**config.mk**
```make
export PLATFORM = sky130hd
export DESIGN_NAME = runtime_settings_update_decoder
export DESIGN_NICKNAME = d
export VERILOG_FILES = /design/src/pin_one_edge_detector.v /design/src/pin_zero_driver.v /design/src/runtime_settings_update_decoder.v
export VERILOG_INCLUDE_DIRS = /design/src /design/src/src
export SDC_FILE = /design/constraint.sdc
export NUM_CORES = 1
export LEC_CHECK = 0
export ABC_CLOCK_PERIOD_IN_PS = 2400
export BUFFER_PORTS_ARGS = -buffer_cell sky130_fd_sc_hd__buf_2
export CAP_MARGIN = 20
export CORE_ASPECT_RATIO = 1.4
export CORE_MARGIN = 2
export CORE_UTILIZATION = 40
export DETAILED_ROUTE_END_ITERATION = 8
export GPL_TIMING_DRIVEN = 0
export MAX_ROUTING_LAYER = met4
export PLACE_DENSITY_LB_ADDON = 0.3
export SLEW_MARGIN = 20
export SYNTH_ARGS = -nofsm -noshare
export SYNTH_HDL_FRONTEND = slang
export SYNTH_SLANG_ARGS = --single-unit
```
**constraint.sdc**
```tcl
create_clock -name pclk -period 2.4 [get_ports pclk]
set_input_delay 0.36 -clock pclk [delete_from_list [all_inputs] [get_ports pclk]]
set_output_delay 0.36 -clock pclk [all_outputs]
set_load 0.1 [all_outputs]
```
**src/runtime_settings_regs.vh**
```
// Contract
// - byte5 bit7 loads adc reference bits 2-0
// - byte5 bits 2-1 pick reference level
// - byte5 bit0 internal module or supply
// - byte6 bit7 gates all detector changes
// - byte6 bit4 loads rising enable from bit3
// - byte6 bit2 loads falling enable from bit1
// - byte6 bit0 clears interrupt detection flag
// - byte7 bit7 loads pin settings from byte8
// - byte8 bit4 is pin_zero output level
// - byte8 bit3 direction, only for gpio
// - byte8 bits 2-0 select pin_zero function
// - don't care bits affect nothing
// - byte0 0x60 marks settings update command
// - settings volatile, reset restores defaults
// - response echoes 0x60 then 0x00
// - detector watches pin_one, code 100 only
`ifndef RUNTIME_SETTINGS_REGS_VH
`define RUNTIME_SETTINGS_REGS_VH

// apb byte offsets
`define OFS_CMD_LO       6'h00
`define OFS_CMD_HI       6'h04
`define OFS_CMD_PIN      6'h08
`define OFS_CTRL         6'h0c
`define OFS_RESPONSE     6'h10
`define OFS_SETTINGS     6'h14
`define OFS_IRQ_STATUS   6'h18
`define OFS_IRQ_MASK     6'h1c

// command codes
`define CMD_SET_SETTINGS 8'h60
`define RESP_SUCCESS     8'h00

// command byte field positions
`define LOAD_BIT         7
`define ADC_SRC_BIT      0
`define INT_RISE_LOAD    4
`define INT_RISE_VAL     3
`define INT_FALL_LOAD    2
`define INT_FALL_VAL     1
`define INT_CLEAR_BIT    0
`define PIN_VALUE_BIT    4
`define PIN_DIR_BIT      3

// pin function codes
`define FUNC_GPIO        3'h0
`define FUNC_SUSPEND     3'h1
`define FUNC_RX_LED      3'h2
`define FUNC_PIN_ONE_INT 3'h4

// power-up defaults
`define RST_ADC_REF      3'h0
`define RST_RISE_EN      1'b0
`define RST_FALL_EN      1'b0
`define RST_PIN_VALUE    1'b0
`define RST_PIN_DIR      1'b1
`define RST_PIN_FUNC     3'h0

// interrupt status bits
`define IRQ_DONE         0
`define IRQ_REJECT       1
`define IRQ_EDGE         2
`define IRQ_WIDTH        3

`endif

```
**src/pin_one_edge_detector.v**
```verilog
`default_nettype none
module pin_one_edge_detector (
  input  wire pclk,
  input  wire presetn,
  input  wire pin_in,
  input  wire active,
  input  wire rise_enable,
  input  wire fall_enable,
  input  wire clear,
  output reg  flag,
  output reg  edge_seen
);
  reg sync_a;
  reg sync_b;
  reg last;
  wire next_edge;

  assign next_edge = active & ((rise_enable & sync_b & ~last) | (fall_enable & ~sync_b & last));

  always @(posedge pclk or negedge presetn) begin
    if (!presetn) begin
      sync_a    <= 1'b0;
      sync_b    <= 1'b0;
      last      <= 1'b0;
      flag      <= 1'b0;
      edge_seen <= 1'b0;
    end else begin
      sync_a    <= pin_in;
      sync_b    <= sync_a;
      last      <= sync_b;
      edge_seen <= next_edge;
      if (next_edge) begin
        flag <= 1'b1;
      end else if (clear) begin
        flag <= 1'b0;
      end
    end
  end
endmodule
`default_nettype wire

```
**src/pin_zero_driver.v**
```verilog
`default_nettype none
`include "runtime_settings_regs.vh"
module pin_zero_driver (
  input  wire       pclk,
  input  wire       presetn,
  input  wire [2:0] function_code,
  input  wire       direction_in,
  input  wire       gpio_value,
  input  wire       suspend_indicator,
  input  wire       rx_activity_led,
  output reg        pin_out,
  output reg        pin_oe_n
);
  reg next_out;
  reg next_oe_n;

  always @* begin
    next_out  = 1'b0;
    next_oe_n = 1'b1;
    case (function_code)
      `FUNC_GPIO: begin
        next_out  = gpio_value & ~direction_in;
        next_oe_n = direction_in;
      end
      `FUNC_SUSPEND: begin
        next_out  = suspend_indicator;
        next_oe_n = 1'b0;
      end
      `FUNC_RX_LED: begin
        next_out  = rx_activity_led;
        next_oe_n = 1'b0;
      end
      default: begin
        next_out  = 1'b0;
        next_oe_n = 1'b1;
      end
    endcase
  end

  always @(posedge pclk or negedge presetn) begin
    if (!presetn) begin
      pin_out  <= 1'b0;
      pin_oe_n <= 1'b1;
    end else begin
      pin_out  <= next_out;
      pin_oe_n <= next_oe_n;
    end
  end
endmodule
`default_nettype wire

```
**src/runtime_settings_update_decoder.v**
```verilog
`default_nettype none
`include "runtime_settings_regs.vh"
module runtime_settings_update_decoder (
  input  wire        pclk,
  input  wire        presetn,
  input  wire        psel,
  input  wire        penable,
  input  wire        pwrite,
  input  wire [5:0]  paddr,
  input  wire [31:0] pwdata,
  input  wire [3:0]  pstrb,
  output reg         pready,
  output reg  [31:0] prdata,
  output reg         pslverr,
  input  wire        pin_one_in,
  input  wire [2:0]  pin_one_function,
  input  wire        suspend_indicator,
  input  wire        rx_activity_led,
  output reg  [1:0]  adc_reference_level,
  output reg         adc_reference_internal,
  output wire        interrupt_flag,
  output wire        pin_zero_out,
  output wire        pin_zero_oe_n,
  output reg         irq
);
  // states of the command sequencer
  localparam [2:0] ST_IDLE  = 3'b001;
  localparam [2:0] ST_CHECK = 3'b010;
  localparam [2:0] ST_APPLY = 3'b100;
  // power-up reference word, level in [2:1], source in [0]
  localparam [2:0] RST_REF  = `RST_ADC_REF;

  reg  [2:0]  state;
  reg  [2:0]  next_state;

  // command bytes as written by software, response bytes set by the sequencer
  reg  [31:0] cmd_lo;
  reg  [31:0] cmd_hi;
  reg  [7:0]  cmd_pin;
  reg  [7:0]  resp_code;
  reg  [7:0]  resp_status;

  // run-time settings
  reg         rise_enable;
  reg         fall_enable;
  reg         pin_value;
  reg         pin_direction;
  reg  [2:0]  pin_function;

  reg  [`IRQ_WIDTH-1:0] irq_status;
  reg  [`IRQ_WIDTH-1:0] irq_mask;

  wire [7:0]  byte0;
  wire [7:0]  byte5;
  wire [7:0]  byte6;
  wire [7:0]  byte7;
  wire        access;
  wire        wr_done;
  wire        rd_start;
  wire        exec_req;
  wire        apply;
  wire        int_update;
  wire        clear_flag;
  wire        edge_seen;
  wire        is_command;
  reg  [31:0] next_rdata;
  reg         next_slverr;
  reg  [`IRQ_WIDTH-1:0] irq_set;

  assign byte0 = cmd_lo[7:0];
  assign byte5 = cmd_hi[15:8];
  assign byte6 = cmd_hi[23:16];
  assign byte7 = cmd_hi[31:24];

  assign access   = psel & penable;
  assign wr_done  = access & pready & pwrite;
  assign rd_start = access & ~pready;
  assign exec_req = wr_done & (paddr == `OFS_CTRL) & pstrb[0] & pwdata[0];
  assign apply    = (state == ST_APPLY);

  assign is_command = (byte0 == `CMD_SET_SETTINGS);

  // byte lane merge for partial writes
  function [31:0] merge_lanes;
    input [31:0] old_word;
    input [31:0] new_word;
    input [3:0]  strobes;
    integer i;
    begin
      merge_lanes = old_word;
      for (i = 0; i < 4; i = i + 1) begin
        if (strobes[i]) begin
          merge_lanes[i*8 +: 8] = new_word[i*8 +: 8];
        end
      end
    end
  endfunction

  // known register decode
  function is_mapped;
    input [5:0] addr;
    begin
      case (addr)
        `OFS_CMD_LO, `OFS_CMD_HI, `OFS_CMD_PIN, `OFS_CTRL,
        `OFS_RESPONSE, `OFS_SETTINGS, `OFS_IRQ_STATUS, `OFS_IRQ_MASK: is_mapped = 1'b1;
        default: is_mapped = 1'b0;
      endcase
    end
  endfunction

  // apb handshake: one wait state per transfer
  always @(posedge pclk or negedge presetn) begin
    if (!presetn) begin
      pready  <= 1'b0;
      prdata  <= 32'h0000_0000;
      pslverr <= 1'b0;
    end else begin
      pready  <= rd_start;
      prdata  <= rd_start ? next_rdata : 32'h0000_0000;
      pslverr <= rd_start & next_slverr;
    end
  end

  always @* begin
    next_rdata  = 32'h0000_0000;
    next_slverr = ~is_mapped(paddr);
    if (!pwrite) begin
      case (paddr)
        `OFS_CMD_LO:     next_rdata = cmd_lo;
        `OFS_CMD_HI:     next_rdata = cmd_hi;
        `OFS_CMD_PIN:    next_rdata = {24'h000000, cmd_pin};
        `OFS_CTRL:       next_rdata = {31'h00000000, ~state[0]};
        `OFS_RESPONSE:   next_rdata = {16'h0000, resp_status, resp_code};
        `OFS_SETTINGS:   next_rdata = {13'h0000, pin_one_function, 3'h0, pin_function,
                                        pin_direction, pin_value, 1'b0,
                                        interrupt_flag, fall_enable, rise_enable, 1'b0,
                                        adc_reference_level, adc_reference_internal};
        `OFS_IRQ_STATUS: next_rdata = {29'h00000000, irq_status};
        `OFS_IRQ_MASK:   next_rdata = {29'h00000000, irq_mask};
        default:         next_rdata = 32'h0000_0000;
      endcase
    end
  end

  // command byte storage
  always @(posedge pclk or negedge presetn) begin
    if (!presetn) begin
      cmd_lo  <= 32'h0000_0000;
      cmd_hi  <= 32'h0000_0000;
      cmd_pin <= 8'h00;
    end else if (wr_done) begin
      if (paddr == `OFS_CMD_LO) begin
        cmd_lo <= merge_lanes(cmd_lo, pwdata, pstrb);
      end
      if (paddr == `OFS_CMD_HI) begin
        cmd_hi <= merge_lanes(cmd_hi, pwdata, pstrb);
      end
      if ((paddr == `OFS_CMD_PIN) && pstrb[0]) begin
        cmd_pin <= pwdata[7:0];
      end
    end
  end

  // command sequencer
  always @* begin
    next_state = state;
    case (state)
      ST_IDLE:  next_state = exec_req ? ST_CHECK : ST_IDLE;
      ST_CHECK: next_state = is_command ? ST_APPLY : ST_IDLE;
      ST_APPLY: next_state = ST_IDLE;
      default:  next_state = ST_IDLE;
    endcase
  end

  always @(posedge pclk or negedge presetn) begin
    if (!presetn) begin
      state <= ST_IDLE;
    end else begin
      state <= next_state;
    end
  end

  // response after completion
  always @(posedge pclk or negedge presetn) begin
    if (!presetn) begin
      resp_code   <= 8'h00;
      resp_status <= 8'h00;
    end else if (apply) begin
      resp_code   <= `CMD_SET_SETTINGS;
      resp_status <= `RESP_SUCCESS;
    end
  end

  // adc reference, unused byte 5 bits never read
  always @(posedge pclk or negedge presetn) begin
    if (!presetn) begin
      adc_reference_level    <= RST_REF[2:1];
      adc_reference_internal <= RST_REF[0];
    end else if (apply && byte5[`LOAD_BIT]) begin
      adc_reference_level    <= byte5[2:1];
      adc_reference_internal <= byte5[`ADC_SRC_BIT];
    end
  end

  // edge detector settings
  assign int_update = apply & byte6[`LOAD_BIT];
  assign clear_flag = int_update & byte6[`INT_CLEAR_BIT];

  always @(posedge pclk or negedge presetn) begin
    if (!presetn) begin
      rise_enable <= `RST_RISE_EN;
      fall_enable <= `RST_FALL_EN;
    end else if (int_update) begin
      if (byte6[`INT_RISE_LOAD]) begin
        rise_enable <= byte6[`INT_RISE_VAL];
      end
      if (byte6[`INT_FALL_LOAD]) begin
        fall_enable <= byte6[`INT_FALL_VAL];
      end
    end
  end

  // pin zero designation
  always @(posedge pclk or negedge presetn) begin
    if (!presetn) begin
      pin_value     <= `RST_PIN_VALUE;
      pin_direction <= `RST_PIN_DIR;
      pin_function  <= `RST_PIN_FUNC;
    end else if (apply && byte7[`LOAD_BIT]) begin
      pin_value     <= cmd_pin[`PIN_VALUE_BIT];
      pin_direction <= cmd_pin[`PIN_DIR_BIT];
      if (cmd_pin[2:0] == `FUNC_GPIO || cmd_pin[2:0] == `FUNC_SUSPEND ||
          cmd_pin[2:0] == `FUNC_RX_LED) begin
        pin_function <= cmd_pin[2:0];
      end
    end
  end

  pin_one_edge_detector u_edge (
    .pclk        (pclk),
    .presetn     (presetn),
    .pin_in      (pin_one_in),
    .active      (pin_one_function == `FUNC_PIN_ONE_INT),
    .rise_enable (rise_enable),
    .fall_enable (fall_enable),
    .clear       (clear_flag),
    .flag        (interrupt_flag),
    .edge_seen   (edge_seen)
  );

  pin_zero_driver u_pin_zero (
    .pclk              (pclk),
    .presetn           (presetn),
    .function_code     (pin_function),
    .direction_in      (pin_direction),
    .gpio_value        (pin_value),
    .suspend_indicator (suspend_indicator),
    .rx_activity_led   (rx_activity_led),
    .pin_out           (pin_zero_out),
    .pin_oe_n          (pin_zero_oe_n)
  );

  // interrupt status: set wins over write-one clear
  always @* begin
    irq_set                = {`IRQ_WIDTH{1'b0}};
    irq_set[`IRQ_DONE]     = apply;
    irq_set[`IRQ_REJECT]   = (state == ST_CHECK) & ~is_command;
    irq_set[`IRQ_EDGE]     = edge_seen;
  end

  always @(posedge pclk or negedge presetn) begin
    if (!presetn) begin
      irq_status <= {`IRQ_WIDTH{1'b0}};
      irq_mask   <= {`IRQ_WIDTH{1'b0}};
      irq        <= 1'b0;
    end else begin
      if (wr_done && (paddr == `OFS_IRQ_STATUS) && pstrb[0]) begin
        irq_status <= (irq_status & ~pwdata[`IRQ_WIDTH-1:0]) | irq_set;
      end else begin
        irq_status <= irq_status | irq_set;
      end
      if (wr_done && (paddr == `OFS_IRQ_MASK) && pstrb[0]) begin
        irq_mask <= pwdata[`IRQ_WIDTH-1:0];
      end
      irq <= |(irq_status & irq_mask);
    end
  end
endmodule
`default_nettype wire
```
After elaboration in Yosys (flattened, before gate mapping)
Memory sizes are Yosys's and may differ from the RTL's. Index checks and enable logic that the tools add are counted. W data, S select, Z words.

Bits in registers: 134. Memory bits (read-only): 32. Output and inout bits: 41. Memories: 1. Bits of input ports: 53. Word-level logic and storage cells: 117.

Memories: (no name shown) (depth 32, bits a word 1, read ports 1, clocked after memory_dff 0, wr ports 0, RTL line runtime_settings_update_decoder.v:103) `case (addr)`.

Reductions and logical operators: 27. Equality and inequality tests: 16. Mux-type cells: 12. Bitwise logic cells: 30.

Operators with widths (number): $pmux W32 S8 (1); $mux W32 (2); $eq A6 B5 Y1 const B (4); $reduce_and A3 Y1 (8); $and A1 B1 Y1 (17); $eq A6 B4 Y1 const B (2); $eq A3 B1 Y1 const B (3); $eq A3 B2 Y1 const B (3); $eq A8 B7 Y1 const B (1); $reduce_and A2 Y1 (4); $logic_and A1 B1 Y1 (7); $not A1 Y1 (7); $and A3 B3 Y3 (2); $eq A3 B3 Y1 const B (2); $eq A6 B3 Y1 const B (1); $logic_not A3 Y1 (2); $logic_not A6 Y1 (1); $mux W3 (2); $or A3 B3 Y3 (2); $pmux W3 S2 (1); $mux W1 (3); $not A3 Y3 (1); $pmux W1 S3 (1); $reduce_or A3 Y1 (1); other kinds (6) (7).

Logic depth before layout (Yosys ltp)
Gate-level depths: netlist of run 1.

Depth in word-level cells: 8. Depth in mapped cells: 7. Mapped depth without buffers: 4.

Modules after synthesis
Synthesis of run 1 repeated with hierarchy kept, for this count alone.

Cell total of the unflattened synthesis: 418. Area total of the unflattened synthesis: 5581.6 sq um.

By module, submodules not included: runtime_settings_update_decoder (cells an instance 399, seq. area each 3180.6 sq um, instances 1, area each 5316.3 sq um); pin_one_edge_detector (cells an instance 10, seq. area each 125.1 sq um, instances 1, area each 157.7 sq um); pin_zero_driver (cells an instance 9, seq. area each 51.3 sq um, instances 1, area each 107.6 sq um).

Worst setup path after synthesis of run 1
No wires, ideal clock.

Path type: register to register. Start point: register pready. End point: register cmd_pin[0]. Cell stages (with the launch flop): 5. Arrival time: 2.191 ns. Library setup time: 0.125 ns. Period minus slack after synthesis: 2.316 ns. Path buffers: 1. Setup slack: 0.084 ns. Data required time: 2.275 ns. Cell sequence: dfrtp_1 -> and4_1 -> buf_2 -> nand4_1 -> mux2_2.

Cells in the longest elaborated chain, start to end: 3.

Ends and longest elaborated chain: from (decl) (RTL line runtime_settings_update_decoder.v:12) `output reg pready,`; from (signal assigned) (RTL line runtime_settings_update_decoder.v:118) `pready <= rd_start;`; $and A1 B1 Y1 (2 in series) (RTL line runtime_settings_update_decoder.v:76) `assign wr_done = access & pready & pwrite;`; $reduce_and A2 Y1 (no source line); to (signal assigned) (RTL line runtime_settings_update_decoder.v:159) `cmd_pin <= pwdata[7:0];`; to (decl) (RTL line runtime_settings_update_decoder.v:39) `reg [7:0] cmd_pin;`.

Every way passes these cells. A chain may end at the register's enable or synchronous reset.

Worst setup path in the final report of run 1
Start point: input paddr[1]. End point: register prdata[16].

Cells in the longest elaborated chain, start to end: 4. Elaborated cells on any way between the ends: 11. Those cells by class: eq/ne (7); mux (3); reduce/logical (1).

Ends and longest elaborated chain: from (decl) (RTL line runtime_settings_update_decoder.v:9) `input wire [5:0] paddr,`; $eq A6 B5 Y1 (tied with other cells) (RTL line runtime_settings_update_decoder.v:128) `case (paddr)`; $pmux W32 S8 * (RTL line runtime_settings_update_decoder.v:128); $mux W32 * (RTL line runtime_settings_update_decoder.v:127) `if (!pwrite) begin`; $mux W32 * (RTL line runtime_settings_update_decoder.v:119) `prdata <= rd_start ? next_rdata : 32'h0000_0000;`; to (signal assigned) (RTL line runtime_settings_update_decoder.v:119); to (decl) (RTL line runtime_settings_update_decoder.v:13) `output reg [31:0] prdata,`.

Mark *: on every way between the ends. The rest lies on a longest branch, timed or not.

==> results of run 1 <==
cells in the final DEF, fill, tap and decap left out, types with 3 or more instances in the layout:
cell type	synthesis	layout
a222oi_1	9	9
mux2i_1	7	7
clkbuf_1	8	8
nand2_1	14	14
buf_2	5	95
nand3_2	6	6
or2_2	3	3
and2_1	6	6
dfstp_2	3	3
a21oi_1	13	13
nand3b_1	3	3
dfrtp_1	131	131
inv_6	0	4
nor2b_1	6	6
mux2_2	86	86
nor2_1	42	42
nand3_1	5	5
o21ai_0	5	5
a22oi_1	19	19
a21o_1	5	5
bufinv_16	0	6
clkbuf_16	0	17
power by group through the flow:
stage | logic [uW] | clock network, uW | registers (uW)
6_report | 182 | 2950 | 2280
4_1_cts | 186 | 3000 | 2280
3_3_place_gp | 173 | 0 | 2320
3_5_place_dp | 184 | 0 | 2320
5_1_grt | 203 | 3110 | 2280
2_1_floorplan | 42.0 | 0 | 2330
cells by family (layout without fill, tap and decap cells):
logic type | Yosys count | in the layout | share of synthesized area (%)
mux | 93 | 93 | 18.9
flops | 134 | 134 | 61.2
simple gates | 104 | 104 | 10.8
compound gates | 57 | 57 | 7.51
buf+inv | 17 | 141 | 1.55
registers in the layout, indices dropped and copies added, names as in the netlist, 2 cells and up:
name,count
adc_reference_level,2
pin_function,3
cmd_pin,8
state,3
cmd_lo,32
irq_status,3
irq_mask,3
prdata,32
cmd_hi,32
final timing paths:
| check | to | slack, ns | cells past startpoint | from |
|---|---|---|---|---|
| setup / recovery | prdata[16] | 0.35 | 7 | paddr[1] |
| hold / removal | u_edge.sync_a | 0.05 | 1 | pin_one_in |
| setup reg to reg | cmd_pin[3] | 0.36 | 4 | pready |
| hold reg to reg | u_edge.sync_b | 0.35 | 0 | u_edge.sync_a |
| max in group asynchronous | u_pin_zero.pin_oe_n | 1.18 | 3 | presetn |
| min in group asynchronous | prdata[29] | 0.44 | 2 | presetn |
layout make-up:
cell class              count  area share (%)
flip-flops and latches    134            48.7
clock buffers              17            6.17
plain buffers              16            1.18
clock inverters            14            3.59
well taps                 182            3.30
multi-input cells         254            29.7
repair buffers             93            7.30
inverters                   1          0.0545
timing repair:
item | CTS | global route
resized for setup | 0 | 0
hold buffers | 1 | 0
hold endpoints to repair | 49 | 0
stage by stage:
| step | utilization, % | std cells | setup slack (ns) | cell area (sq um) |
|---|---|---|---|---|
| floorplan | - | 405 | 0.0840 | 5480 |
| global placement | 46.1 | 678 | -0.740 | 6170 |
| detailed placement | 46.4 | 679 | -0.118 | 6210 |
| CTS | 51.5 | 711 | 0.318 | 6890 |
| global route | 51.5 | 711 | 0.199 | 6890 |
| finish | 51.5 | 711 | 0.350 | 6890 |
routing by layer:
metal / routed length [um] / share of wire, %
met2: 6950 / 55
met3: 582 / 4.6
met1: 4960 / 39
met5: 0 / 0
met4: 249 / 2.0
==> run summary, run 1 <==
most frequent cells after synthesis: 131 x dfrtp_1, 86 x mux2_2, 42 x nor2_1
GRT overflow: 0
EDFF count, synth: 0
Buffers on Ports: 91
initial antenna violation count: 0
Yosys Warn Count: 0
PwrDens: 785 nW/um^2
vias: 3,682
Fin Setup TNS: 0 ns
worst-path maximum fanout: 10
Ant. Diodes: 0
Yosys reg bits: 134
clock insertion delay at the later pin of the skew report: 0.41 ns
die height: 143 um
cell mode on critical path: buf_2
nature of the critical path endpoint: flip-flop
combinational share of power: 3.4%
TritonCTS Sinks: 134
vias per cell: 5.18
die area: 14,700 sq um
most common cell in the netlist: dfrtp_1
overall die width: 103 um
first-pass GRT wire length: 20.7 mm
layout cells sized above 1: 44.2%
Switching Power: 1120 uW
net switching fraction of the power: 20.7%
deepest clock path buffer count: 2
core area: 13,400 sq um
Tmin final: 2.05 ns
CP max stage delay: 0.64 ns
hpwl dp: 9.05 mm
Syn Area/Cell: 13.5 sq um
DR iter-0 viols: 171
P&R area growth vs syn: 25.7%
final hold vios: 0
CP top delay family: simple AND/OR/NAND/NOR gates
total nets after synthesis: 458
Final Routed Wirelength: 12.7 mm
Worst Setup Start Kind: input pin
top cell type's share of synthesized area: 59.8%
Pint: 4290 uW
Layout Nets: 570
total power: 5410 uW
register area: 3360 sq um
Clock Power Share: 54.5%
sequential share of power: 42.1%
Syn Inst Count: 405
area of the mapped netlist: 5480 sq um
Worst Hold Class: input pin to flip-flop
WL/cell: 17.9 um
status: complete, no violations
row cnt: 50
worst relative slew slack: 38.5%
Remaining DRCs: 0
worst hold slack: 0.0509 ns
crit path buf inv count: 3
async set-reset flop share out of synthesis: 100%
global routing usage on met1: 22.2%
Tot GR Track Use: 19.5%
Crit Path Category: input pin to flip-flop
Worst-Margin Slew: 0.909 ns
fillers: 1,226
Max Slew Vio Count: 0
met3 global-route usage: 4.91%
Setup-failing EPs final: 0
gpl congestion: 0.835
number of global-route vias before repair: 4,024
CTS Buf Count: 17
Starting Density: 41.0%
crit share post-route: 85.4%
Synth area leader: dfrtp_1
Critical Path AT: 2.39 ns
Static Leak: 0.00345 uW
RSZ-0062 raised after global routing: false
Yosys cell types: 41
CTS tree: done
postcts setup bufs: 0
register area share after synthesis: 61.2%
skew final: 0.00603 ns
critical-path cell list: buf_2, nor4_2, and2_1, buf_2, clkbuf_1, a222oi_1, nor2_1
final antenna-violating net count: 0
fmax: 488 MHz
Clock Tree Root: clkbuf_16
CTS clock-pin slew for the worst setup and hold paths: 0.06 ns
GR met2 Demand/Resource: 32.7%
first-pass iteration count of the detailed router: 6
Area contributors post-synth: dfrtp_1 60%, mux2_2 18%, nor2_1 2.9%
GRT busiest layer: met2
ys flop type: dfrtp_1
CP max-delay cell: nor4_2
CTS H-tree depth: 4
IO Count: 94
Max-Cap Viols: 0
largest net degree at the start of global routing: 85
area of the multi-input gates: 2050 sq um
maximum vdd ir drop: 0.507 mV
Worst EP required: 2.74 ns
(Power assumes the default switching activity.)
==> inputs of run 2 (changes only) <==
--- a/config.mk
+++ b/config.mk
@@ -11,7 +11,7 @@
 export CAP_MARGIN = 20
 export CORE_ASPECT_RATIO = 1.4
 export CORE_MARGIN = 2
-export CORE_UTILIZATION = 40
+export CORE_UTILIZATION = 35
 export DETAILED_ROUTE_END_ITERATION = 8
 export GPL_TIMING_DRIVEN = 0
 export MAX_ROUTING_LAYER = met4
==> run summary, run 2 (same netlist as run 1, synthesis figures left out) <==
vias per cell: 5.08
Worst Setup Start Kind: input pin
RR Startpoint: pready
Worst-Margin Slew: 0.945 ns
vias: 3,693
PwrDens: 724 nW/um^2
critical-path cell list: buf_2, nor4_2, and2_1, buf_2, clkbuf_1, a222oi_1, nor2_1
Non-Filler Instances: 727
Tmin final: 2.15 ns
Max-Cap Viols: 0
row cnt: 54
GRT overflow: 0
CP max-delay cell: nor4_2
Ant. Diodes: 0
net switching fraction of the power: 22.0%
CTS Buf Count: 17
combinational share of power: 3.7%
Clock Tree Root: clkbuf_16
fillers: 1,415
Worst Hold Class: input pin to flip-flop
CP top delay family: simple AND/OR/NAND/NOR gates
total power: 4930 uW
Tot GR Track Use: 17.7%
top flop regs: cmd_hi: 32 flops, cmd_lo: 32 flops, prdata: 32 flops
Critical Path AT: 2.49 ns
final hold vios: 0
Starting Density: 35.4%
nature of the critical path endpoint: flip-flop
Switching Power: 1080 uW
register area: 3360 sq um
CTS H-tree depth: 4
Remaining DRCs: 0
hpwl dp: 9.32 mm
deepest clock path buffer count: 2
commonest non-fill, non-tap cell in the layout: dfrtp_1
Buffers on Ports: 91
DR iter-0 viols: 179
RSZ-0062 raised after global routing: false
skew final: 0.00698 ns
IO Count: 94
cell mode on critical path: buf_2
TritonCTS Sinks: 134
first-pass GRT wire length: 21.6 mm
startpoint of the worst hold path: pin_one_in
status: complete, no violations
Pint: 3850 uW
initial antenna violation count: 0
worst-path maximum fanout: 10
Setup-failing EPs final: 0
final antenna-violating net count: 0
layout cells sized above 1: 44.3%
maximum vdd ir drop: 0.357 mV
WL/cell: 18.2 um
P&R area growth vs syn: 24.2%
Final Routed Wirelength: 13.2 mm
CTS tree: done
fmax: 464 MHz
largest net degree at the start of global routing: 93
area of the multi-input gates: 2050 sq um
Crit Path Category: input pin to flip-flop
crit share post-route: 89.7%
overall die width: 110 um
first-pass iteration count of the detailed router: 4
Layout Nets: 571
core area: 15,500 sq um
number of global-route vias before repair: 4,119
Fin Setup TNS: 0 ns
Resized cells post-CTS: 0
clock insertion delay at the later pin of the skew report: 0.41 ns
CP max stage delay: 0.70 ns
die area: 16,700 sq um
Placed Instances: 694
die height: 152 um
Worst EP required: 2.74 ns
Post-Route Utilization: 44.0%
sequential share of power: 46.2%
most frequent cells in the layout: 131 x dfrtp_1, 95 x buf_2, 86 x mux2_2
worst relative slew slack: 36.1%
Clock Power Share: 50.0%
Max Slew Vio Count: 0
Static Leak: 0.00341 uW
crit path from: paddr[1]
CTS clock-pin slew for the worst setup and hold paths: 0.06 ns
crit path buf inv count: 3
worst hold slack: 0.0494 ns
gpl congestion: 0.832
run 2: stage by stage:
| stage | setup slack (ns) | instance area, sq um |
|---|---|---|
| floorplan | 0.0840 | 5480 |
| global placement | -0.770 | 6180 |
| detailed placement | -0.155 | 6230 |
| CTS | 0.258 | 6810 |
| global route | 0.0987 | 6810 |
| finish | 0.247 | 6810 |
run 2: worst paths after layout:
| path | endpoint | slack (ns) | cells after the start |
|---|---|---|---|
| setup / recovery | prdata[17] | 0.25 | 7 |
| hold / removal | u_edge.sync_a | 0.05 | 1 |
| setup reg to reg | cmd_pin[3] | 0.32 | 4 |
| hold reg to reg | u_edge.sync_b | 0.35 | 0 |
| max in group asynchronous | state[0] | 1.21 | 3 |
| min in group asynchronous | prdata[8] | 0.43 | 2 |
run 2: final cells by class:
| type | instances | area share [%] |
|---|---|---|
| sequential | 134 | 49.3 |
| multi-input combinational | 254 | 30.1 |
| timing repair buffer | 94 | 7.50 |
| clock buffer | 18 | 6.30 |
| tap | 196 | 3.60 |
| clock inverter | 14 | 2.00 |
| buffer | 16 | 1.19 |
| inverter | 1 | 0.0551 |
run 2: power by group through the flow:
stage | sequential (uW) | clock [uW] | combinational (uW)
6_report | 2280 | 2470 | 183
3_5_place_dp | 2320 | 0 | 187
2_1_floorplan | 2330 | 0 | 42.0
5_1_grt | 2280 | 2630 | 206
4_1_cts | 2280 | 2520 | 189
3_3_place_gp | 2320 | 0 | 175
run 2: timing repair:
| action | 4_1_cts | 5_1_grt |
|---|---|---|
| hold buffers | 1 | 0 |
| hold endpoints to repair | 40 | 0 |
| buffers inserted | 0 | 0 |
run 2: worst reg2reg max path, stage by stage (launching register included):
cell,delay [ns]
dfrtp_1,0.37
and4_1,0.25
buf_2,0.36
nand4_1,0.52
mux2_2,0.46
run 2: routing by layer:
| metal | global-route usage, % | vias to the layer above | share of wire [%] |
|---|---|---|---|
| met5 | - | - | 0 |
| met1 | 20.2 | 1891 | 40 |
| met3 | 3.65 | 18 | 3.9 |
| met2 | 29.6 | 78 | 55 |
| li1 | - | 1706 | - |
| met4 | 7.23 | 0 | 1.9 |
